==> src/include/ppc_pkg.sv <==
// Shared constants and types of the parallel port controller
// ============================================================
// Overview of operation
// - The port runs compatibility, nibble, byte, EPP and ECP transfers to and from the peripheral.
// - A FIFO-backed port mode and a test mode that exercises the FIFO without handshake are provided.
// - Registers are decoded only in I/O space, fully qualified or aliased.
// - The DMA channel is an 8-bit slave that works with ISA compatible timing.
// - The interrupt output is active high and signals a request by a rising edge.
// - Writing a peripheral address to the EPP address port starts an EPP address cycle.
// - An access to EPP data port 0 moves bits 7-0 of the 32-bit word.
// - An access to EPP data port 1 moves bits 15-8 of the 32-bit word.
// - An access to EPP data port 2 moves bits 23-16 of the 32-bit word.
// - An access to EPP data port 3 moves bits 31-24 of the 32-bit word.
// - Demand-mode DMA is supported and is enabled at reset.
// - Port outputs can float while the port is disabled, and come up configured that way.
package ppc_pkg;

  // ============================================================
  // Bus geometry
  localparam int AW = 12;
  localparam int DW = 32;

  // ============================================================
  // Register byte offsets
  localparam logic [7:0] OFS_DATA  = 8'h00;
  localparam logic [7:0] OFS_STAT  = 8'h04;
  localparam logic [7:0] OFS_CTRL  = 8'h08;
  localparam logic [7:0] OFS_EPPA  = 8'h0C;
  localparam logic [7:0] OFS_EPPD0 = 8'h10;
  localparam logic [7:0] OFS_EPPD3 = 8'h1C;
  localparam logic [7:0] OFS_AFIFO = 8'h20;
  localparam logic [7:0] OFS_FIFO  = 8'h24;
  localparam logic [7:0] OFS_ECR   = 8'h28;
  localparam logic [7:0] OFS_CFG   = 8'h2C;
  localparam logic [7:0] OFS_ISTAT = 8'h30;
  localparam logic [7:0] OFS_IEN   = 8'h34;
  localparam logic [7:0] OFS_ICLR  = 8'h38;

  // ============================================================
  // Configuration bits and reset values
  localparam int CFG_PORT_EN = 0;
  localparam int CFG_FLOAT   = 1;
  localparam int CFG_ALIAS   = 2;
  localparam int CFG_DMA_EN  = 3;
  localparam int CFG_DEMAND  = 4;
  localparam int CFG_ECP_EN  = 5;
  localparam int CFG_EPP_EN  = 6;
  localparam logic [6:0] CFG_RST  = 7'h7B;
  localparam logic [5:0] CTRL_RST = 6'h04;
  localparam int CTRL_DIR = 5;

  // Interrupt event bits
  localparam int EV_ACK   = 0;
  localparam int EV_EMPTY = 1;
  localparam int EV_DONE  = 2;
  localparam int EV_TMO   = 3;

  // ============================================================
  // Timing
  localparam int CLK_NS   = 10;
  localparam int SETUP_NS = 500;
  localparam int STB_NS   = 500;
  localparam int TMO_NS   = 10000;
  localparam logic [9:0] SETUP_CYC = 10'((SETUP_NS + CLK_NS - 1) / CLK_NS);
  localparam logic [9:0] STB_CYC   = 10'((STB_NS + CLK_NS - 1) / CLK_NS);
  localparam logic [9:0] TMO_CYC   = 10'(TMO_NS / CLK_NS);

  // FIFO shape
  localparam int FIFO_W = 9;
  localparam int FIFO_D = 16;

  // ============================================================
  // Types
  typedef enum logic [2:0] {
    MODE_STD   = 3'b000,
    MODE_BYTE  = 3'b001,
    MODE_PFIFO = 3'b010,
    MODE_ECP   = 3'b011,
    MODE_EPP   = 3'b100,
    MODE_TEST  = 3'b110
  } ppc_mode_t;

  typedef enum logic [1:0] {
    ENG_IDLE  = 2'b00,
    ENG_SETUP = 2'b01,
    ENG_STRB  = 2'b10,
    ENG_HOLD  = 2'b11
  } ppc_eng_t;

  typedef enum logic [1:0] {
    K_EPPA = 2'b00,
    K_EPPD = 2'b01,
    K_COMP = 2'b10,
    K_ECP  = 2'b11
  } ppc_kind_t;

endpackage

==> src/rtl/ppc_fifo.sv <==
// Byte FIFO between the bus side and the port engine
`timescale 1ns/1ps
module ppc_fifo #(
  parameter int W = ppc_pkg::FIFO_W,
  parameter int D = ppc_pkg::FIFO_D
) (
  input  wire logic         pclk,
  input  wire logic         presetn,
  input  wire logic         in_valid,
  output logic              in_ready,
  input  wire logic [W-1:0] in_data,
  output logic              out_valid,
  input  wire logic         out_ready,
  output logic [W-1:0]      out_data
);
  localparam int AB = $clog2(D);

  logic [W-1:0] mem [D];
  logic [AB:0]  wr_ptr_reg;
  logic [AB:0]  rd_ptr_reg;

  // Full when pointers differ only in the wrap bit
  assign in_ready  = !((wr_ptr_reg[AB] != rd_ptr_reg[AB]) && (wr_ptr_reg[AB-1:0] == rd_ptr_reg[AB-1:0]));
  assign out_valid = (wr_ptr_reg != rd_ptr_reg);
  assign out_data  = mem[rd_ptr_reg[AB-1:0]];

  // Storage has no reset; only the pointers define contents
  always_ff @(posedge pclk) begin
    if (in_valid && in_ready) begin
      mem[wr_ptr_reg[AB-1:0]] <= in_data;
    end
  end

  // Pointers
  always_ff @(posedge pclk or negedge presetn) begin
    if (!presetn) begin
      wr_ptr_reg <= '0;
      rd_ptr_reg <= '0;
    end else begin
      if (in_valid && in_ready) begin
        wr_ptr_reg <= wr_ptr_reg + 1'b1;
      end
      if (out_valid && out_ready) begin
        rd_ptr_reg <= rd_ptr_reg + 1'b1;
      end
    end
  end
endmodule

==> src/rtl/ppc_top.sv <==
// Parallel port controller: APB registers, DMA slave, port engine and pins
//
// The register offsets and the APB interface to the registers were decided locally.
`timescale 1ns/1ps
module ppc_top (
  input  wire logic                   pclk,
  input  wire logic                   presetn,
  input  wire logic                   psel,
  input  wire logic                   penable,
  input  wire logic                   pwrite,
  input  wire logic [ppc_pkg::AW-1:0] paddr,
  input  wire logic [ppc_pkg::DW-1:0] pwdata,
  output logic [ppc_pkg::DW-1:0]      prdata,
  output logic                        pready,
  output logic                        pslverr,
  output logic                        irq,
  output logic                        dma_req,
  input  wire logic                   dma_ack,
  input  wire logic [7:0]             dma_wdata,
  input  wire logic [7:0]             pd_in,
  output logic [7:0]                  pd_out,
  output logic                        pd_oe_n,
  output logic                        strobe_n,
  output logic                        autofd_n,
  output logic                        init_n,
  output logic                        selin_n,
  output logic                        ctl_oe_n,
  input  wire logic                   ack_n,
  input  wire logic                   busy,
  input  wire logic                   perror,
  input  wire logic                   select,
  input  wire logic                   fault_n
);
  import ppc_pkg::*;

  // ============================================================
  // Declarations
  logic [21:0]      sync1_reg;
  logic [21:0]      sync2_reg;
  logic             ack_d_reg;
  logic             dack_d_reg;
  logic             empty_d_reg;
  logic [7:0]       data_reg;
  logic [5:0]       ctrl_reg;
  ppc_mode_t        mode_reg;
  logic [6:0]       cfg_reg;
  logic [3:0]       ien_reg;
  logic [3:0]       istat_reg;
  logic [3:0]       istat_next;
  logic             launched_reg;
  ppc_eng_t         eng_state_reg;
  ppc_kind_t        eng_kind_reg;
  logic             eng_read_reg;
  logic             eng_cmd_reg;
  logic [7:0]       eng_byte_reg;
  logic [7:0]       eng_rdata_reg;
  logic [9:0]       eng_cnt_reg;
  logic             eng_done_reg;
  logic             eng_tmo_reg;
  logic             s_dack;
  logic             s_busy;
  logic             s_ack_n;
  logic             s_pe;
  logic             s_slct;
  logic             s_fault_n;
  logic [7:0]       s_pd;
  logic [7:0]       s_dma;
  logic [7:0]       ofs;
  logic             hit;
  logic             apb_acc;
  logic             wr_fire;
  logic             is_epp;
  logic [1:0]       lane;
  logic [7:0]       lane_byte;
  logic             epp_ok;
  logic             epp_go;
  logic             fifo_mode;
  logic             fifo_go;
  logic             is_push;
  logic             apb_push;
  logic             dack_rise;
  logic             dma_push;
  logic             test_pop;
  logic             fifo_in_valid;
  logic             fifo_in_ready;
  logic [8:0]       fifo_in_data;
  logic             fifo_out_valid;
  logic [8:0]       fifo_out_data;
  logic             eng_epp;
  logic             tmo_hit;
  logic             flt;
  logic [3:0]       ev;
  logic [DW-1:0]    rd_val;

  // ============================================================
  // Pin synchronisers: every pin input passes two flops first
  always_ff @(posedge pclk or negedge presetn) begin
    if (!presetn) begin
      sync1_reg <= 22'h00000B; // Idle pin levels, so no false ack edge follows reset
      sync2_reg <= 22'h00000B;
    end else begin
      sync1_reg <= {dma_wdata, pd_in, dma_ack, busy, ack_n, perror, select, fault_n};
      sync2_reg <= sync1_reg;
    end
  end

  assign s_fault_n = sync2_reg[0];
  assign s_slct    = sync2_reg[1];
  assign s_pe      = sync2_reg[2];
  assign s_ack_n   = sync2_reg[3];
  assign s_busy    = sync2_reg[4];
  assign s_dack    = sync2_reg[5];
  assign s_pd      = sync2_reg[13:6];
  assign s_dma     = sync2_reg[21:14];

  // Edge history of ack and dack taken from the synchronised copies only
  always_ff @(posedge pclk or negedge presetn) begin
    if (!presetn) begin
      ack_d_reg   <= 1'b1;
      dack_d_reg  <= 1'b0;
      empty_d_reg <= 1'b1;
    end else begin
      ack_d_reg   <= s_ack_n;
      dack_d_reg  <= s_dack;
      empty_d_reg <= !fifo_out_valid;
    end
  end

  // ============================================================
  // Address decode
  // I/O decode, full or aliased
  assign ofs = paddr[7:0];
  assign hit = cfg_reg[CFG_ALIAS] || (paddr[AW-1:8] == '0);

  assign apb_acc   = psel && penable && !pready;
  assign wr_fire   = psel && penable && pready && pwrite && hit;
  assign is_epp    = hit && (ofs >= OFS_EPPA) && (ofs <= OFS_EPPD3) && (ofs[1:0] == 2'b00);
  assign lane      = ofs[3:2];
  assign lane_byte = pwdata[{lane, 3'b000} +: 8];
  assign epp_ok    = (mode_reg == MODE_EPP) && cfg_reg[CFG_EPP_EN];
  assign fifo_mode = (mode_reg == MODE_PFIFO) || ((mode_reg == MODE_ECP) && cfg_reg[CFG_ECP_EN]);
  assign flt       = !cfg_reg[CFG_PORT_EN] && cfg_reg[CFG_FLOAT];

  // ============================================================
  // FIFO feed: bus writes have priority, DMA fills the gaps
  // FIFO filled in FIFO, ECP and test modes
  assign is_push   = hit && pwrite && (fifo_mode || (mode_reg == MODE_TEST))
                     && ((ofs == OFS_FIFO) || ((ofs == OFS_AFIFO) && (mode_reg == MODE_ECP)));
  assign apb_push  = wr_fire && is_push;
  assign dack_rise = s_dack && !dack_d_reg;
  assign dma_push  = dack_rise && fifo_mode && !(psel && is_push) && fifo_in_ready;
  assign fifo_in_valid = apb_push || dma_push;
  assign fifo_in_data  = apb_push ? {(ofs == OFS_AFIFO), pwdata[7:0]} : {1'b0, s_dma};
  // Test mode drains by bus reads, no handshake
  assign test_pop  = psel && penable && pready && !pwrite && hit
                     && (ofs == OFS_FIFO) && (mode_reg == MODE_TEST);

  ppc_fifo u_fifo (
    .pclk      (pclk),
    .presetn   (presetn),
    .in_valid  (fifo_in_valid),
    .in_ready  (fifo_in_ready),
    .in_data   (fifo_in_data),
    .out_valid (fifo_out_valid),
    .out_ready (fifo_go || test_pop),
    .out_data  (fifo_out_data)
  );

  // ============================================================
  // Engine launch terms
  assign epp_go  = apb_acc && is_epp && epp_ok && !launched_reg && (eng_state_reg == ENG_IDLE);
  // Queued bytes leave on their own
  assign fifo_go = (eng_state_reg == ENG_IDLE) && !epp_go && fifo_mode && fifo_out_valid;
  assign eng_epp = (eng_kind_reg == K_EPPA) || (eng_kind_reg == K_EPPD);
  // Only EPP cycles time out; a busy printer may stall for ever
  assign tmo_hit = eng_epp && (eng_cnt_reg == TMO_CYC);

  // ============================================================
  // Port engine: setup, strobe, hold for every hardware cycle
  // EPP and ECP cycles driven by hardware
  always_ff @(posedge pclk or negedge presetn) begin
    if (!presetn) begin
      eng_state_reg <= ENG_IDLE;
      eng_kind_reg  <= K_COMP;
      eng_read_reg  <= 1'b0;
      eng_cmd_reg   <= 1'b0;
      eng_byte_reg  <= 8'h00;
      eng_rdata_reg <= 8'h00;
      eng_cnt_reg   <= 10'h000;
      eng_done_reg  <= 1'b0;
      eng_tmo_reg   <= 1'b0;
    end else begin
      eng_done_reg <= 1'b0;
      eng_cnt_reg  <= eng_cnt_reg + 10'h001;
      unique case (eng_state_reg)
        ENG_IDLE: begin
          eng_cnt_reg <= 10'h000;
          if (epp_go) begin
            // Address port starts an address cycle
            // Data port k carries byte k
            eng_kind_reg  <= (ofs == OFS_EPPA) ? K_EPPA : K_EPPD;
            eng_read_reg  <= !pwrite;
            eng_byte_reg  <= (ofs == OFS_EPPA) ? pwdata[7:0] : lane_byte;
            eng_cmd_reg   <= 1'b0;
            eng_state_reg <= ENG_SETUP;
          end else if (fifo_go) begin
            eng_kind_reg  <= (mode_reg == MODE_ECP) ? K_ECP : K_COMP;
            eng_read_reg  <= 1'b0;
            eng_byte_reg  <= fifo_out_data[7:0];
            eng_cmd_reg   <= fifo_out_data[8];
            eng_state_reg <= ENG_SETUP;
          end
        end
        ENG_SETUP: begin
          // Data settles; compatibility and ECP cycles also wait for busy low
          if (tmo_hit) begin
            eng_state_reg <= ENG_IDLE;
            eng_done_reg  <= 1'b1;
            eng_tmo_reg   <= 1'b1;
          end else if ((eng_cnt_reg >= SETUP_CYC) && (eng_epp || !s_busy)) begin
            eng_state_reg <= ENG_STRB;
            eng_cnt_reg   <= 10'h000;
          end
        end
        ENG_STRB: begin
          // Compatibility strobe is a fixed width pulse
          if (tmo_hit) begin
            eng_state_reg <= ENG_IDLE;
            eng_done_reg  <= 1'b1;
            eng_tmo_reg   <= 1'b1;
          end else if ((eng_cnt_reg >= STB_CYC) && ((eng_kind_reg == K_COMP) || s_busy)) begin
            eng_rdata_reg <= s_pd;
            eng_state_reg <= ENG_HOLD;
            eng_cnt_reg   <= 10'h000;
          end
        end
        ENG_HOLD: begin
          // Interlocked modes wait for the peripheral to release
          if (tmo_hit) begin
            eng_state_reg <= ENG_IDLE;
            eng_done_reg  <= 1'b1;
            eng_tmo_reg   <= 1'b1;
          end else if ((eng_cnt_reg >= STB_CYC) && ((eng_kind_reg == K_COMP) || !s_busy)) begin
            eng_state_reg <= ENG_IDLE;
            eng_done_reg  <= 1'b1;
            eng_tmo_reg   <= 1'b0;
          end
        end
      endcase
    end
  end

  // ============================================================
  // Pin drivers, all registered
  // Everything floats while the port is off and CFG_FLOAT is set
  always_ff @(posedge pclk or negedge presetn) begin
    if (!presetn) begin
      pd_out   <= 8'h00;
      pd_oe_n  <= 1'b1;
      strobe_n <= 1'b1;
      autofd_n <= 1'b1;
      init_n   <= 1'b1;
      selin_n  <= 1'b1;
      ctl_oe_n <= 1'b1;
    end else begin
      ctl_oe_n <= flt;
      init_n   <= ctrl_reg[2];
      if (eng_state_reg != ENG_IDLE) begin
        pd_out   <= eng_byte_reg;
        pd_oe_n  <= flt || eng_read_reg;
        strobe_n <= eng_epp ? eng_read_reg : (eng_state_reg != ENG_STRB);
        autofd_n <= (eng_kind_reg == K_EPPD) ? (eng_state_reg != ENG_STRB)
                                             : !((eng_kind_reg == K_ECP) && eng_cmd_reg);
        selin_n  <= !((eng_kind_reg == K_EPPA) && (eng_state_reg == ENG_STRB));
      end else begin
        // Software-timed compatibility, nibble and byte modes
        pd_out   <= data_reg;
        pd_oe_n  <= flt || ((mode_reg != MODE_STD) && ctrl_reg[CTRL_DIR]);
        strobe_n <= !ctrl_reg[0];
        autofd_n <= !ctrl_reg[1];
        selin_n  <= !ctrl_reg[3];
      end
    end
  end

  // ============================================================
  // Software registers, written at the completing APB edge
  always_ff @(posedge pclk or negedge presetn) begin
    if (!presetn) begin
      data_reg <= 8'h00;
      ctrl_reg <= CTRL_RST;
      mode_reg <= MODE_STD;
      cfg_reg  <= CFG_RST;
      ien_reg  <= 4'h0;
    end else if (wr_fire) begin
      if (ofs == OFS_DATA) begin
        data_reg <= pwdata[7:0];
      end
      if (ofs == OFS_CTRL) begin
        ctrl_reg <= pwdata[5:0];
      end
      if (ofs == OFS_ECR) begin
        mode_reg <= ppc_mode_t'(pwdata[7:5]);
      end
      if (ofs == OFS_CFG) begin
        cfg_reg <= pwdata[6:0];
      end
      if (ofs == OFS_IEN) begin
        ien_reg <= pwdata[3:0];
      end
    end
  end

  // ============================================================
  // Interrupt status: a new event beats a clear in the same cycle
  assign ev[EV_ACK]   = ack_d_reg && !s_ack_n;
  assign ev[EV_EMPTY] = fifo_mode && !fifo_out_valid && !empty_d_reg;
  assign ev[EV_DONE]  = eng_done_reg;
  assign ev[EV_TMO]   = eng_done_reg && eng_tmo_reg;

  always_comb begin
    istat_next = istat_reg | ev;
    if (wr_fire && (ofs == OFS_ICLR)) begin
      istat_next = (istat_reg & ~pwdata[3:0]) | ev;
    end
  end

  // Level high while enabled, so a request shows as a rising edge
  always_ff @(posedge pclk or negedge presetn) begin
    if (!presetn) begin
      istat_reg <= 4'h0;
      irq       <= 1'b0;
    end else begin
      istat_reg <= istat_next;
      irq       <= |(istat_next & ien_reg);
    end
  end

  // ============================================================
  // Demand DMA request: held while the FIFO has room
  // Demand mode keeps the request up between bytes
  always_ff @(posedge pclk or negedge presetn) begin
    if (!presetn) begin
      dma_req <= 1'b0;
    end else begin
      dma_req <= cfg_reg[CFG_DMA_EN] && cfg_reg[CFG_DEMAND] && fifo_mode && fifo_in_ready;
    end
  end

  // ============================================================
  // Read mux
  always_comb begin
    rd_val = '0;
    if (hit) begin
      unique case (ofs)
        OFS_DATA:  rd_val[7:0] = data_reg;
        OFS_STAT:  rd_val[7:0] = {!s_busy, s_ack_n, s_pe, s_slct, s_fault_n, 2'b00, istat_reg[EV_TMO]};
        OFS_CTRL:  rd_val[5:0] = ctrl_reg;
        OFS_FIFO:  rd_val[7:0] = fifo_out_valid ? fifo_out_data[7:0] : 8'h00;
        OFS_ECR:   rd_val[7:0] = {mode_reg, 3'b000, !fifo_in_ready, !fifo_out_valid};
        OFS_CFG:   rd_val[6:0] = cfg_reg;
        OFS_ISTAT: rd_val[3:0] = istat_reg;
        OFS_IEN:   rd_val[3:0] = ien_reg;
        default:   rd_val = '0;
      endcase
    end
  end

  // ============================================================
  // APB answer: one wait state, EPP ports wait for the engine,
  // FIFO writes wait for room so the master feels back-pressure
  always_ff @(posedge pclk or negedge presetn) begin
    if (!presetn) begin
      pready       <= 1'b0;
      pslverr      <= 1'b0;
      prdata       <= '0;
      launched_reg <= 1'b0;
    end else if (pready) begin
      pready       <= 1'b0;
      pslverr      <= 1'b0;
      launched_reg <= 1'b0;
    end else if (apb_acc) begin
      if (is_epp && epp_ok) begin
        if (epp_go) begin
          launched_reg <= 1'b1;
        end
        if (launched_reg && eng_done_reg) begin
          pready  <= 1'b1;
          pslverr <= eng_tmo_reg;
          prdata  <= DW'(eng_rdata_reg) << {lane, 3'b000};
        end
      end else if (!(is_push && !fifo_in_ready)) begin
        pready  <= 1'b1;
        pslverr <= !hit;
        prdata  <= rd_val;
      end
    end
  end
endmodule

==> config.mk <==
export PLATFORM = sky130hd
export DESIGN_NAME = ppc_top
export DESIGN_NICKNAME = d
export VERILOG_FILES = /design/src/include/ppc_pkg.sv /design/src/rtl/ppc_fifo.sv /design/src/rtl/ppc_top.sv
export SDC_FILE = /design/constraint.sdc
export NUM_CORES = 1
export LEC_CHECK = 0
export BUFFER_PORTS_ARGS = -buffer_cell sky130_fd_sc_hd__buf_2
export CORE_MARGIN = 2
export CORE_UTILIZATION = 51
export CTS_BUF_LIST = sky130_fd_sc_hd__clkbuf_4 sky130_fd_sc_hd__clkbuf_8 sky130_fd_sc_hd__clkbuf_16
export DETAILED_ROUTE_END_ITERATION = 7
export PLACE_DENSITY = 0.7
export SLEW_MARGIN = 10
export SYNTH_ARGS = -nofsm -noshare
export SYNTH_HDL_FRONTEND = slang
export SYNTH_HIERARCHICAL = 1
export SYNTH_SLANG_ARGS = --single-unit
==> constraint.sdc <==
create_clock -name pclk -period 3.13 [get_ports pclk]
set_input_delay 0.1565 -clock pclk [delete_from_list [all_inputs] [get_ports pclk]]
set_output_delay 0.1565 -clock pclk [all_outputs]
set_load 0.005 [all_outputs]
==> impl_metrics.toml, run 1 <==
[status]
status = "finished, final reports clean"

[critical_path]
r2r_end = "u_fifo/mem[6][6]"
critPathLaunch = "mode_reg[0]"
cp.required_ns = 3.31
r2r_cells = 7
critical_path.max_fanout = 9
endpoint_kind = "flip-flop"
crit_chain = "inv_1, o21ai_1, nor3_1, a21oi_1, or2_2, o211ai_2, nor2_1"
reg2reg_slack_ns = 0.36
critPathMaxStageDelay_ns = 0.74
reg2reg_from = "mode_reg[0]"
start_kind = "flip-flop"
crit_slowest_cell = "nor2_1"
crit_type = "reg2reg"
worstPathArrival_ns = 2.94

[min_path]
hold_path.class = "in2reg"
min_from = "pwdata[1]"
holdPathEnd = "ctrl_reg[1]"
whs_path_depth = 2

[sta]
fin_crit_sh_pct = 88.4
max_freq_mhz = 362
fin_crit_ns = 2.77
timing.final.ws_setup_ns = 0.364
final.setup.tns_ns = 0
fin_worst_hold_slack_ns = 0.00614
rsz0062_at_grt = "no"
setup_viol_count_final = 0
hold_viol = 0
timing.final.max_slew_violations = 0
slew-limit-headroom_pct = 36.5
fin_skew_ns = 0.0151
worst_slew_pin_slew_ns = 0.950

[clocking]
holdBufCountCts = 27
cts.repair.resized = 0
numCtsBuffers = 31
ctsHtreeMaxLevel = 1
post_cts_buffers = 0
cts.clk_slew.worst_paths_ns = 0.06
clock-sinks = 318
cts_buffer_depth = 3
clk_latency_ns = 0.56
root_buffer = "clkbuf_16"
cts_tree = "done"

[cells_and_area]
drive_above_1_share_pct = 34.0
layout.nets = 1179
largest_reg_flops = 144
fill_cells = 2011
diodes = 0
final_util_pct = 61.2
syn2layout_area_growth_pct = 18.0

[grt]
use_met1_pct = 34.2
met3_usage_pct = 3.85
grt_most_used_layer = "met2"
grt_max_degree = 67
antenna_found_initial = 0
met2_usage_pct = 37.4
grt_util_all_layers_pct = 23.5
grt_pass1_wl_mm = 51.5
grt_overflow = 0
first_global_vias = 8656

[die]
die_w_um = 169
rows = 60
die_h_um = 169
coreArea_mm2 = 0.0269
dieArea_mm2 = 0.0287
initial_core_util_pct = 51.9
io_pins = 121

[synthesis]
yosysSeqAreaShare_pct = 62.4
synth-main-ff-cell = "dfrtp_1"
synth.distinct_cells = 85
synth.most_common_cell = "dfrtp_1"
synth-edff-count = 144
synthArstFlopShare_pct = 54.7
ys_ff_latch = 318
netlist_top_cells_count = "dfrtp_1 (152), edfxtp_1 (144), mux2_2 (61)"
synth_area_mm2 = 0.0140
synth.top_cell.area_share_pct = 31.0
syn_inst = 919
yosys.area.top_type = "edfxtp_1"
synth_area_leaders = "edfxtp_1 (31%), dfrtp_1 (27%), mux2_2 (4.9%)"
ys_warn_count = 6
synth_nets = 1003
synth_area_per_cell_um2 = 15.2

[placed_design]
gp_congestion = 0.900
io_buffers = 120
dp_hpwl_mm = 23.5
pre_cts_ws_ns = 0.228

[routing]
remaining_drc_errors = 0
antenna_left = 0
num_vias = 8787
drt-initial-drc-count = 790
routed_wl_mm = 33.5
drt_first_pass_iters = 5
wire_per_inst_um = 23.0
routed_via_density = 6.01

[power_and_ir_drop]
finalPower_mw = 8.68
ir_drop_uv = 515
cellPowerDensity_mw_per_mm2 = 527
power.leakage_nw = 6.36

[flow_run]
drv_cap = 0
## metal layers
| metal | wire, um | vias to the layer above |
|---|---|---|
| met2 | 15900 | 312 |
| met5 | 0 | - |
| li1 | - | 3903 |
| met3 | 2180 | 59 |
| met4 | 764 | 0 |
| met1 | 14700 | 4513 |
## worst max-delay path by stage
stage                             endpoint  slack (ns)  cells after the start
after floorplan           u_fifo/mem[3][0]        0.33                      6
after CTS                 u_fifo/mem[6][6]        0.34                      7
after global placement    u_fifo/mem[4][5]        0.29                      7
final                     u_fifo/mem[6][6]        0.36                      7
after global routing      u_fifo/mem[6][6]        0.02                      7
after detailed placement  u_fifo/mem[4][4]        0.23                      7
## placed cells by master, fill, tap and decap left out, types with 11 or more instances in the layout
master,n
dfrtp_1,150
edfxtp_1,144
buf_2,119
mux2_2,61
mux2i_1,46
nor2_1,39
buf_4,37
clkbuf_16,32
nand2_1,29
dlygate4sd3_1,27
mux4_2,26
a22o_1,25
inv_1,22
dfstp_2,22
a21oi_1,17
o21ai_1,16
nand3_1,16
ha_1,13
xnor2_1,11
## report_power, final
group / internal (mW) / switching, mW / total, mW
Sequential: 4.41 / 0.0204 / 4.43
Combinational: 0.135 / 0.194 / 0.330
Clock: 2.37 / 1.55 / 3.91
Total: 6.92 / 1.76 / 8.68
## final cells by class
| class | instances | area (um2) | area share, % |
|---|---|---|---|
| Timing Repair Buffer | 188 | 1230 | 7.50 |
| Inverter | 23 | 88.8 | 0.540 |
| Clock inverter | 10 | 135 | 0.821 |
| Sequential cell | 318 | 8710 | 52.9 |
| Clock buffer | 48 | 965 | 5.86 |
| Multi-Input combinational cell | 533 | 4900 | 29.8 |
| Tap cell | 341 | 427 | 2.59 |
## kinds of logic (layout without fill, tap and decap cells)
kind of cell	count (synthesis)	after routing	synth area share [%]
buf+inv	68	269	2.52
xor+xnor	20	20	1.66
mux	146	146	14.5
compound gates	161	161	9.07
flops	318	318	62.4
fa+ha+maj	13	13	1.17
simple gates	193	193	8.70
## worst max-delay path, delay by kind of cell, from the launching register on
kind | cells | cell delay, ns
buf+inv | 1 | 0.08
compound gates | 3 | 0.72
flops | 1 | 0.44
simple gates | 3 | 1.14
## stage by stage
stage          instances  cell area (um2)
2_1_floorplan        919            14000
6_report            1461            16500
4_1_cts             1461            16500
3_5_place_dp        1376            15100
3_3_place_gp        1376            15100
5_1_grt             1461            16500
Power figures use the tool's default switching activity.
==> inputs of run 2 (changes only) <==
--- a/config.mk
+++ b/config.mk
@@ -6,11 +6,13 @@
 export NUM_CORES = 1
 export LEC_CHECK = 0
 export BUFFER_PORTS_ARGS = -buffer_cell sky130_fd_sc_hd__buf_2
+export CELL_PAD_IN_SITES_DETAIL_PLACEMENT = 1
+export CELL_PAD_IN_SITES_GLOBAL_PLACEMENT = 2
 export CORE_MARGIN = 2
-export CORE_UTILIZATION = 51
+export CORE_UTILIZATION = 43
 export CTS_BUF_LIST = sky130_fd_sc_hd__clkbuf_4 sky130_fd_sc_hd__clkbuf_8 sky130_fd_sc_hd__clkbuf_16
 export DETAILED_ROUTE_END_ITERATION = 7
-export PLACE_DENSITY = 0.7
+export PLACE_DENSITY_LB_ADDON = 0.1
 export SLEW_MARGIN = 10
 export SYNTH_ARGS = -nofsm -noshare
 export SYNTH_HDL_FRONTEND = slang
==> run 2 against run 1 <==
  * Flip-flop and latch count stayed put
  * Critical path depth rose by 1
  * Final area up 1.7%
  * Combinational power barely moved
  * Register-to-register slack got worse by 0.07 ns
  * Die area up 18%
  * Global-route usage shrank 0.34 points
  * Via count shrank 0.68%
  * Fmax shrank 2.6%
  * First-iteration DRC count shrank 18%
  * Largest cell class unchanged
==> impl_metrics.toml, run 2 (synthesized netlist as in run 1, its figures left out) <==
[routing]
num_vias = 8727
wire_per_inst_um = 25.0
routed_via_density = 5.69
drt-initial-drc-count = 646
routed_wl_mm = 38.3
antenna_left = 0
drt_first_pass_iters = 5
remaining_drc_errors = 0

[grt]
grt_overflow = 0
first_global_vias = 9183
grt_util_all_layers_pct = 23.1
grt_max_degree = 104
grt_pass1_wl_mm = 58.1
antenna_found_initial = 0

[sta]
timing.final.max_slew_violations = 0
final.setup.tns_ns = 0
worst_slew_pin_slew_ns = 0.955
fin_skew_ns = 0.0152
slew-limit-headroom_pct = 36.3
rsz0062_at_grt = "no"
fin_crit_ns = 2.84
max_freq_mhz = 352
setup_viol_count_final = 0
hold_viol = 0
fin_crit_sh_pct = 90.7

[cells_and_area]
drive_above_1_share_pct = 34.9
diodes = 0
final_common_cell = "dfrtp_1"
final_cell_mix = "dfrtp_1 (150), edfxtp_1 (144), buf_2 (119)"
fill_cells = 3096
layout.nets = 1189
largest_reg_flops = 144
multi_input_area_mm2 = 0.00490
final-seq-area_mm2 = 0.00871
syn2layout_area_growth_pct = 19.9
final_cell_area_mm2 = 0.0167
final_cells = 1534

[die]
initial_core_util_pct = 44.0
die_w_um = 184
die_h_um = 184
io_pins = 121
rows = 65
dieArea_mm2 = 0.0339
coreArea_mm2 = 0.0317

[clocking]
clk_latency_ns = 0.52
ctsHtreeMaxLevel = 2
clock-sinks = 318
cts_buffer_depth = 3
cts.clk_slew.worst_paths_ns = 0.06
cts_tree = "done"
post_cts_buffers = 0
root_buffer = "clkbuf_16"
numCtsBuffers = 35

[critical_path]
crit_slowest_cell = "a21oi_1"
critPathMaxStageDelay_ns = 0.67
start_kind = "flip-flop"
critical_path.max_fanout = 9
endpoint_kind = "flip-flop"
crit_type = "reg2reg"
crit_top_cell = "a21oi_1"
cp.required_ns = 3.36
worstPathArrival_ns = 3.07
crit_chain = "nand2b_1, a21oi_1, nand4b_1, a21oi_1, or2_2, o211ai_2, nor3_1, buf_4"

[power_and_ir_drop]
ir_drop_uv = 540
power.leakage_nw = 6.46
cellPowerDensity_mw_per_mm2 = 547

[placed_design]
place_area_mm2 = 0.0152
dp_hpwl_mm = 27.3
io_buffers = 120
dp.cells = 1445
gp_congestion = 0.854

[status]
status = "finished, final reports clean"

[min_path]
hold_path.class = "in2reg"

[flow_run]
drv_cap = 0
run 2: changes by cell type in the layout (fill, tap and decap cells not counted), sizes merged:
cell | before | now
clkinvlp | 1 | 5
clkinv | 4 | 7
bufinv | 3 | 4
buf | 161 | 168
clkbuf | 48 | 47
dlygate4sd3 | 27 | 25
run 2: path summary, 6_finish.rpt:
kind                            depth (start not counted)                to          start  slack (ns)
worst min-delay path                                    2       mode_reg[0]      pwdata[5]        0.02
max in group asynchronous                               3           selin_n        presetn        1.77
worst max-delay path                                    8  u_fifo/mem[1][2]    mode_reg[2]        0.29
min in group asynchronous                               2        prdata[26]        presetn        0.27
worst max register to register                          8  u_fifo/mem[1][2]    mode_reg[2]        0.29
worst min register to register                          0     sync2_reg[20]  sync1_reg[20]        0.35
run 2: through the flow:
step	util, %	hold WS, ns	total power, mW	worst slack [ns]
4_1_cts	52.8	0.0139	9.29	0.375
6_report	52.8	0.0218	9.16	0.290
3_5_place_dp	48.0	0.266	4.83	0.317
2_1_floorplan	-	-0.139	4.63	0.332
3_3_place_gp	48.0	0.262	4.83	0.310
5_1_grt	52.8	0.0238	9.46	0.190
run 2: critical path, delay by kind of cell, from the launching register on:
kind	cells	cell delay (ns)
flip-flops	1	0.49
buffers and inverters	1	0.21
AO/OA/AOI/OAI	3	1.01
AND/OR/NAND/NOR	4	0.83
run 2: layer usage:
metal  part of all wire [%]  GRT usage (%)  vias up
met5                      0              0        -
met4                    2.1           5.63        0
met3                    4.2           3.06       56
met2                     49           39.3      246
met1                     44           31.7     4505
li1                       -              -     3920
run 2: cell type report:
type / count / area share (%)
flip-flops and latches: 318 / 52.0
repair buffers: 194 / 7.56
clock inverters: 18 / 1.36
inverters: 23 / 0.531
well taps: 402 / 3.01
multi-input cells: 533 / 29.3
clock buffers: 46 / 6.23
run 2: power by group:
group          internal [mW]  switching [mW]
clock network           2.71            1.68
registers               4.42          0.0263
logic                  0.128           0.202
total                   7.25            1.91
run 2: timing repair:
| item | in CTS | in global routing |
|---|---|---|
| hold buffers | 25 | 0 |
| gates resized for setup | 0 | 0 |
| endpoints found under the hold margin | 117 | 0 |
